**src/pkg/cpg_defs.vh**
```
// Register map, field positions and reset values of the command pulse gear block
`ifndef CPG_DEFS_VH
`define CPG_DEFS_VH
`define CPG_ADDR_W 5
`define CPG_OFF_CTRL 5'h00
`define CPG_OFF_GEAR_NUM 5'h04
`define CPG_OFF_GEAR_DEN 5'h08
`define CPG_OFF_IN_FORM 5'h0C
`define CPG_OFF_DIR_SEL 5'h10
`define CPG_OFF_POS_CMD 5'h14
`define CPG_OFF_STATUS 5'h18
`define CPG_CTRL_POS_EN 0
`define CPG_GEAR_W 15
`define CPG_GEAR_MAX 15'h7FFF
`define CPG_GEAR_NUM_RST 15'h0010
`define CPG_GEAR_DEN_RST 15'h0001
`define CPG_FORM_PULSE_SIGN 2'h0
`define CPG_FORM_FWD_REV 2'h1
`define CPG_FORM_QUAD 2'h2
`define CPG_FORM_RST 2'h1
`define CPG_DIR_RST 2'h0
`define CPG_DIR_CW_BIT 0
`define CPG_DIR_ALEAD_BIT 1
`define CPG_ACTIVE_LSB 4
`define CPG_MAX_IN_KHZ 1000
`define CPG_CLK_KHZ 250000
`endif

```
**src/cpg_command_pulse_gear.v**
```verilog
// Command pulse decoder, electronic gear and encoder emulation output
//
// Implementation choices: the address map and the Avalon-MM register port.
`include "cpg_defs.vh"
`default_nettype none

module cpg_command_pulse_gear #(
  parameter PEND_W = 8
) (
  input wire mclk,
  input wire reset_n,
  input wire [`CPG_ADDR_W-1:0] avsAddress,
  input wire avsRead,
  input wire avsWrite,
  input wire [31:0] avsWriteData,
  output reg [31:0] avsReadData,
  output reg avsWaitRequest,
  input wire cmdInFirst,
  input wire cmdInSecond,
  input wire fbStep,
  input wire fbForward,
  output reg encOutA,
  output reg encOutB,
  output reg [31:0] posCmd
);

  localparam S_IDLE = 3'b001;
  localparam S_DIV = 3'b010;
  localparam S_APPLY = 3'b100;

  // Stored settings survive reset like nonvolatile parameters; reset copies them to active
  reg [1:0] formStored_r = `CPG_FORM_RST;
  reg [1:0] dirStored_r = `CPG_DIR_RST;
  reg [1:0] formActive_r;
  reg [1:0] dirActive_r;
  reg posEn_r;
  reg [`CPG_GEAR_W-1:0] gearNum_r;
  reg [`CPG_GEAR_W-1:0] gearDen_r;

  reg signed [PEND_W-1:0] pend_r;
  reg [2:0] state_r;
  reg [4:0] divCnt_r;
  reg [16:0] rmd_r;
  reg [16:0] quo_r;
  reg [`CPG_GEAR_W-1:0] divisor_r;
  reg resNeg_r;
  reg signed [15:0] rem_r;
  reg [1:0] encCnt_r;

  wire busReq = avsRead | avsWrite;
  wire wrHit = avsWrite & ~avsWaitRequest;
  wire gearOk = (avsWriteData[31:15] == 17'h00000) && (avsWriteData[14:0] != 15'h0000);

  function [31:0] regRead;
    input [`CPG_ADDR_W-1:0] addr;
    begin
      case (addr)
        `CPG_OFF_CTRL: regRead = {31'h00000000, posEn_r};
        `CPG_OFF_GEAR_NUM: regRead = {17'h00000, gearNum_r};
        `CPG_OFF_GEAR_DEN: regRead = {17'h00000, gearDen_r};
        `CPG_OFF_IN_FORM: regRead = {26'h0000000, formActive_r, 2'h0, formStored_r};
        `CPG_OFF_DIR_SEL: regRead = {26'h0000000, dirActive_r, 2'h0, dirStored_r};
        `CPG_OFF_POS_CMD: regRead = posCmd;
        `CPG_OFF_STATUS: regRead = {rem_r, 7'h00, (state_r != S_IDLE), pend_r};
        default: regRead = 32'h00000000;
      endcase
    end
  endfunction

  reg waitReq_nxt;
  always @* begin
    // Exactly one wait state per request, then a forced idle cycle
    waitReq_nxt = 1'b1;
    if (busReq && avsWaitRequest) begin
      waitReq_nxt = 1'b0;
    end
  end

  // Avalon slave: one wait cycle, data registered while waitrequest is high
  always @(posedge mclk) begin
    if (!reset_n) begin
      avsWaitRequest <= 1'b1;
      avsReadData <= 32'h00000000;
    end else begin
      avsWaitRequest <= waitReq_nxt;
      if (avsRead && avsWaitRequest) begin
        avsReadData <= regRead(avsAddress);
      end
    end
  end

  always @(posedge mclk) begin
    if (wrHit && avsAddress == `CPG_OFF_IN_FORM && avsWriteData[1:0] != 2'h3) begin
      formStored_r <= avsWriteData[1:0];
    end
    if (wrHit && avsAddress == `CPG_OFF_DIR_SEL) begin
      dirStored_r <= avsWriteData[1:0];
    end
  end

  always @(posedge mclk) begin
    if (!reset_n) begin
      formActive_r <= formStored_r;
      dirActive_r <= dirStored_r;
      posEn_r <= 1'b0;
      gearNum_r <= `CPG_GEAR_NUM_RST;
      gearDen_r <= `CPG_GEAR_DEN_RST;
    end else if (wrHit) begin
      if (avsAddress == `CPG_OFF_CTRL) begin
        posEn_r <= avsWriteData[`CPG_CTRL_POS_EN];
      end
      // Out of range values are dropped so a zero divisor never reaches the gear
      if (avsAddress == `CPG_OFF_GEAR_NUM && gearOk) begin
        gearNum_r <= avsWriteData[14:0];
      end
      if (avsAddress == `CPG_OFF_GEAR_DEN && gearOk) begin
        gearDen_r <= avsWriteData[14:0];
      end
    end
  end

  // Two stage synchronisers; edge detection only looks at the second stage
  wire [1:0] pinIn = {cmdInSecond, cmdInFirst};
  wire [1:0] pinSync;
  wire [1:0] pinPrev;
  genvar gi;
  generate
    for (gi = 0; gi < 2; gi = gi + 1) begin : g_sync
      reg meta_r;
      reg sync_r;
      reg prev_r;
      always @(posedge mclk) begin
        if (!reset_n) begin
          meta_r <= 1'b0;
          sync_r <= 1'b0;
          prev_r <= 1'b0;
        end else begin
          meta_r <= pinIn[gi];
          sync_r <= meta_r;
          prev_r <= sync_r;
        end
      end
      assign pinSync[gi] = sync_r;
      assign pinPrev[gi] = prev_r;
    end
  endgenerate

  // Channel 0 carries pulses, channel 1 sign or reverse pulses
  wire firstSync = pinSync[0];
  wire secondSync = pinSync[1];
  wire firstRise = firstSync & ~pinPrev[0];
  wire secondRise = secondSync & ~pinPrev[1];
  wire firstChg = firstSync ^ pinPrev[0];
  wire secondChg = secondSync ^ pinPrev[1];

  reg cmdUp;
  reg cmdDown;
  always @* begin
    cmdUp = 1'b0;
    cmdDown = 1'b0;
    case (formActive_r)
      `CPG_FORM_PULSE_SIGN: begin
        cmdUp = firstRise & secondSync;
        cmdDown = firstRise & ~secondSync;
      end
      `CPG_FORM_FWD_REV: begin
        cmdUp = firstRise & ~secondRise;
        cmdDown = secondRise & ~firstRise;
      end
      `CPG_FORM_QUAD: begin
        // Both phases moving at once is an illegal jump and is not counted
        if (firstChg && !secondChg) begin
          cmdUp = (firstSync == secondSync);
          cmdDown = (firstSync != secondSync);
        end else if (secondChg && !firstChg) begin
          cmdUp = (firstSync != secondSync);
          cmdDown = (firstSync == secondSync);
        end
      end
      default: begin
        cmdUp = 1'b0;
        cmdDown = 1'b0;
      end
    endcase
  end

  // CW-positive settings invert the command so positive motion turns the shaft clockwise
  wire dirCw = dirActive_r[`CPG_DIR_CW_BIT];
  wire unitUp = posEn_r & (dirCw ? cmdDown : cmdUp);
  wire unitDown = posEn_r & (dirCw ? cmdUp : cmdDown);
  wire startDiv = (state_r == S_IDLE) && (pend_r != {PEND_W{1'b0}});
  wire takeNeg = pend_r[PEND_W-1];

  // Pending edges queue up while a division runs; 19 cycles each, far below 1 MHz spacing
  reg signed [PEND_W-1:0] pend_nxt;
  always @* begin
    pend_nxt = pend_r;
    if (unitUp) begin
      pend_nxt = pend_nxt + 1'b1;
    end
    if (unitDown) begin
      pend_nxt = pend_nxt - 1'b1;
    end
    if (startDiv && !takeNeg) begin
      pend_nxt = pend_nxt - 1'b1;
    end
    if (startDiv && takeNeg) begin
      pend_nxt = pend_nxt + 1'b1;
    end
  end

  wire signed [16:0] remExt = {rem_r[15], rem_r};
  wire signed [16:0] numExt = {2'b00, gearNum_r};
  wire signed [16:0] gearSum = takeNeg ? (remExt - numExt) : (remExt + numExt);
  wire [16:0] gearMag = gearSum[16] ? (17'h00000 - gearSum) : gearSum;
  wire [16:0] divShift = {rmd_r[15:0], quo_r[16]};
  wire divFit = divShift >= {2'b00, divisor_r};
  wire [16:0] divSub = divShift - {2'b00, divisor_r};
  wire [31:0] quoExt = {15'h0000, quo_r};
  wire [15:0] remMag = rmd_r[15:0];

  reg [2:0] state_nxt;
  reg [4:0] divCnt_nxt;
  reg [16:0] rmd_nxt;
  reg [16:0] quo_nxt;
  reg [`CPG_GEAR_W-1:0] divisor_nxt;
  reg resNeg_nxt;
  reg signed [15:0] rem_nxt;
  reg [31:0] posCmd_nxt;

  // Restoring divider, one quotient bit per cycle keeps the gear to one subtractor
  always @* begin
    state_nxt = state_r;
    divCnt_nxt = divCnt_r;
    rmd_nxt = rmd_r;
    quo_nxt = quo_r;
    divisor_nxt = divisor_r;
    resNeg_nxt = resNeg_r;
    rem_nxt = rem_r;
    posCmd_nxt = posCmd;
    case (state_r)
      S_IDLE: begin
        if (startDiv) begin
          // Remainder plus signed numerator, divided by denominator
          rmd_nxt = 17'h00000;
          quo_nxt = gearMag;
          resNeg_nxt = gearSum[16];
          divisor_nxt = gearDen_r;
          divCnt_nxt = 5'h11;
          state_nxt = S_DIV;
        end
      end
      S_DIV: begin
        rmd_nxt = divFit ? divSub : divShift;
        quo_nxt = {quo_r[15:0], divFit};
        divCnt_nxt = divCnt_r - 5'h01;
        if (divCnt_r == 5'h01) begin
          state_nxt = S_APPLY;
        end
      end
      S_APPLY: begin
        posCmd_nxt = resNeg_r ? (posCmd - quoExt) : (posCmd + quoExt);
        rem_nxt = resNeg_r ? (16'h0000 - remMag) : remMag;
        state_nxt = S_IDLE;
      end
      default: begin
        state_nxt = S_IDLE;
      end
    endcase
  end

  always @(posedge mclk) begin
    if (!reset_n) begin
      pend_r <= {PEND_W{1'b0}};
      state_r <= S_IDLE;
      divCnt_r <= 5'h00;
      rmd_r <= 17'h00000;
      quo_r <= 17'h00000;
      divisor_r <= `CPG_GEAR_DEN_RST;
      resNeg_r <= 1'b0;
      rem_r <= 16'h0000;
      posCmd <= 32'h00000000;
    end else begin
      pend_r <= pend_nxt;
      state_r <= state_nxt;
      divCnt_r <= divCnt_nxt;
      rmd_r <= rmd_nxt;
      quo_r <= quo_nxt;
      divisor_r <= divisor_nxt;
      resNeg_r <= resNeg_nxt;
      rem_r <= rem_nxt;
      posCmd <= posCmd_nxt;
    end
  end

  // Encoder emulation follows shaft steps only, never the gear
  reg [1:0] encCnt_nxt;
  always @* begin
    encCnt_nxt = encCnt_r;
    if (fbStep) begin
      encCnt_nxt = fbForward ? encCnt_r + 2'h1 : encCnt_r - 2'h1;
    end
  end

  always @(posedge mclk) begin
    if (!reset_n) begin
      encCnt_r <= 2'h0;
      encOutA <= 1'b0;
      encOutB <= 1'b0;
    end else begin
      encCnt_r <= encCnt_nxt;
      // Gray sequence 00,01,11,10 on A,B makes B lead when counting up; with the A-lead bit set it is 00,10,11,01 and A leads
      if (dirActive_r[`CPG_DIR_ALEAD_BIT]) begin
        encOutA <= encCnt_r[1] ^ encCnt_r[0];
        encOutB <= encCnt_r[1];
      end else begin
        encOutA <= encCnt_r[1];
        encOutB <= encCnt_r[1] ^ encCnt_r[0];
      end
    end
  end

endmodule

`default_nettype wire

```
**config.mk**
```make
export PLATFORM = sky130hd
export DESIGN_NAME = cpg_command_pulse_gear
export DESIGN_NICKNAME = d
export VERILOG_FILES = /design/src/cpg_command_pulse_gear.v
export VERILOG_INCLUDE_DIRS = /design/src /design/src/pkg
export SDC_FILE = /design/constraint.sdc
export NUM_CORES = 1
export LEC_CHECK = 0
export BUFFER_PORTS_ARGS = -buffer_cell sky130_fd_sc_hd__buf_4
export CAP_MARGIN = 20
export CORE_MARGIN = 3
export CORE_UTILIZATION = 50
export DETAILED_ROUTE_END_ITERATION = 7
export GPL_ROUTABILITY_DRIVEN = 0
export GPL_TIMING_DRIVEN = 0
export PLACE_DENSITY_LB_ADDON = 0.12
export SLEW_MARGIN = 20
export SYNTH_ARGS = -nofsm -noshare
export SYNTH_HDL_FRONTEND = slang
export SYNTH_SLANG_ARGS = --single-unit
```
**constraint.sdc**
```tcl
create_clock -name mclk -period 5 [get_ports mclk]
set_clock_uncertainty 0.05 [all_clocks]
set_input_delay 1 -clock mclk [delete_from_list [all_inputs] [get_ports mclk]]
set_output_delay 1 -clock mclk [all_outputs]
set_load 0.005 [all_outputs]
```
==> metrics <==
status=completed; number of global-route vias before repair=about 12,000; Achievable Freq=~200 MHz; Worst-Margin Slew=around 1.1 ns; FF-to-FF path depth=16; Setup Total Neg Slack=0 ns; total CTS buffers=17; post-synthesis cell count=between 1,500 and 2,000; Hold Slack=between 0.3 and 0.4 ns; DRT iter0 DRCs=about 1,300; setup violators final=0; GRT Util Overall=30.1%; crit path DAT=5.15 ns; port bufs=110; Synth Cell Area=0.0128 sq mm; Tot Pwr=7.88 mW; R2R setup slack=slightly below 0.1 ns; core area=~0.025 sq mm; max_slew headroom=about a quarter; DRC violations left=0; clock root cell=clkbuf_16; FF+latch count, synth=between 150 and 200; P_leak=about 6 nW; Area Growth Syn to Fin=15.0%; post-synthesis sequential area ratio=between 30 and 40%; Routed WL=about 43,000 microns; Final ANT Viol Nets=0; Final Cycle Share=98.0%; average wire per standard cell=approximately 20 microns; routed vias=12,900; syn_nets=1,745; row cnt=a little under 60; Max Root-Sink Buffers=2; # clock sinks=195; Max Cap Violations=0; Final Slew Violations=0; VDD IR max=roughly 0.29 mV; largest net degree at the start of global routing=17; Setup crit start kind=register; pre-CTS setup slack=-0.797 ns; 1st-pass router iterations=6; GRT met3 Usage=approximately 5.0%; met2 Use GR=approximately half; met1 usage=around two fifths; crit-path most repeated cell=clkbuf_2; FILL cells=2,386; Yosys top cell area share=slightly below 30%; CP Class=register to register; Worst Hold Class=register to register; post-synthesis async set-or-reset flop share=0%; final hold violation count=0; Hold Path Sink=g_sync[1].sync_r; CP Cell Sequence=clkbuf_2, clkbuf_2, clkbuf_2, mux2i_1, fa_1, a21o_1, a21oi_1, o21bai_1, a211oi_1, o31ai_2, a311oi_2, o21ai_2, nand4_1, a2111oi_1, mux2i_1, a21oi_1; PnR worst setup slack=approximately 0.1 ns; DPL Wire Length=approximately 34,000 microns; Die W=~170 microns; max incr delay on CP=between 0.4 and 0.5 ns; Ys Warns=0; CTS Hold Bufs=0; Initial Util=approximately 51%; WP data required=5.25 ns; CP endpoint kind=register; Slowest cell on crit path=a2111oi_1; Seq. cell area=roughly 0.004 sq mm; RSZ-0062 raised after global routing=true; footprint of the multi-input gates=about 0.0084 sq mm; worst hold path depth=1; nets=between 1,500 and 2,000; gr ovfl total=0; worst r2r dst=posCmd[30]; antenna violations before repair=0; Final min period=~4.9 ns; top_reg_cell synth=dfxtp_1; # IOs=approximately 110; CP max FO=10; grt peak-use layer=met2; EDFF count, synth=8; synthesized area per cell=about 8 sq um; CTS tree=built; min-delay src=g_sync[1].meta_r; Synth area leaders=dfxtp_1, ha_1, nor2_1; clock transition at the registers of the reported paths=roughly 0.070 ns; first-pass GRT wire length=roughly 66,000 microns; Vias/cell=around 6; Largest delay share family, worst path=compound AO/OA/AOI/OAI gates; R2R Path Start=resNeg_r; # H-tree levels=4; diode count=0; Die Height=about 170 microns; cell taking the most area after synthesis=dfxtp_1; Die ar.=about 0.028 sq mm; Worst-Skew Late Latency=between 0.4 and 0.5 ns; worst path bufs/invs=3; Yosys cell types=80; Final Util=a little under 60%; pwr dens=between 500 and 600 mW/mm^2; layout cells sized above 1=between 10% and 20%
[cell usage after synthesis (all sizes together) (16+ instances only)]
library cell    n
xor2           41
a21oi         131
a211oi         24
a22oi          18
a21o           32
clkbuf         69
nand2         173
nor3           48
or3            20
nor4           22
inv            65
and2           16
a31oi          22
ha             75
dfxtp         187
mux2i          59
nor2          203
xnor2          82
nor2b          16
nand3          43
o21ai          63
a222oi         18
[routing by layer]
metal,up-vias,wire (microns)
li1,6109,-
met1,6117,18900
met2,605,19200
met3,94,3580
met4,0,1330
met5,-,0
[state kept, by name (all words and copies together), names as in the netlist, 2 cells and up]
register	flops
avsReadData	32
posCmd	32
quo_r	17
rem_r	16
rmd_r	16
divisor_r	15
gearDen_r	15
gearNum_r	15
pend_r	8
divCnt_r	5
state_r	3
dirActive_r	2
dirStored_r	2
encCnt_r	2
formActive_r	2
formStored_r	2
g_sync.meta_r	2
g_sync.prev_r	2
[cell usage in the layout, fill, tap and decap left out, drive strengths merged, types with 5 or more instances in the layout]
cell | netlist | final
nand4 | 15 | 15
nand2b | 6 | 6
o21bai | 6 | 6
a31o | 12 | 12
a311oi | 6 | 6
o211ai | 8 | 8
a211oi | 24 | 24
nor3b | 9 | 9
a31oi | 22 | 22
a22oi | 18 | 18
a21o | 32 | 32
clkinv | 1 | 8
o21ai | 63 | 63
nor4b | 5 | 5
a222oi | 18 | 18
xor2 | 41 | 41
o21a | 12 | 12
xnor2 | 82 | 82
nor2 | 203 | 203
nor4 | 22 | 22
dfxtp | 187 | 187
nand3 | 43 | 43
and2 | 16 | 16
and3 | 15 | 15
buf | 8 | 121
nor2b | 16 | 16
o31ai | 15 | 15
edfxtp | 8 | 8
ha | 75 | 75
mux2i | 59 | 59
inv | 65 | 68
nand2 | 173 | 173
a21oi | 131 | 131
or3 | 20 | 20
nor3 | 48 | 48
or4 | 9 | 9
clkbuf | 69 | 89
[cell families after synthesis]
logic type	share of synthesized area (%)
and+or+nand+nor	22.5
AOI/OAI and AO/OA	21.0
DFF	31.0
buffers and inverters	4.21
xor gates and xnor gates	8.56
adders and majority gates	7.77
muxes	4.99
[worst reg2reg max path, delay by kind of cell (launching register included)]
family / cells / cell delay [ns]
AO/OA/AOI/OAI: 9 / 2.20
flip-flops: 1 / 0.44
multiplexers: 2 / 0.60
buffers and inverters: 3 / 1.02
AND/OR/NAND/NOR: 1 / 0.18
adder cells (fa/ha/maj): 1 / 0.28
[worst max-delay path by stage]
stage          slack (ns)      from  cells after the start    endpoint
6_report              0.1  resNeg_r                     16  posCmd[30]
3_5_place_dp        -0.80  resNeg_r                     16  posCmd[30]
4_1_cts              0.02  resNeg_r                     16  posCmd[30]
3_3_place_gp        -0.73  resNeg_r                     16  posCmd[30]
2_1_floorplan        0.69  quo_r[5]                     14  posCmd[30]
5_1_grt             -0.17  resNeg_r                     16  posCmd[30]
[power by group]
part | switching, mW | internal [mW] | total (mW)
Clock | 0.638 | 0.753 | 1.39
Sequential | 0.212 | 1.69 | 1.91
Combinational | 2.82 | 1.77 | 4.59
[final cells by class]
class                      count  share of cell area [%]
multi-input combinational   1284                    56.9
sequential                   195                    27.0
timing repair buffer         113                    5.74
clock buffer                  20                    3.02
tap                          330                    2.80
buffer                        77                    2.02
inverter                      66                    1.68
clock inverter                12                   0.881
[stage by stage]
stage | cells | instance area (sq um)
final | 2097 | 14800
after global routing | 2097 | 14800
after CTS | 2095 | 14700
after detailed placement | 2063 | 14100
after global placement | 2062 | 14100
after floorplan | 1622 | 12800
[timing repair]
item,CTS,global route
endpoints found under the hold margin,0,0
pin swaps,0,2
setup endpoints to repair,17,22
setup buffers,0,2
gates resized for setup,10,9
Note: power is estimated with default switching activity, not from simulation.
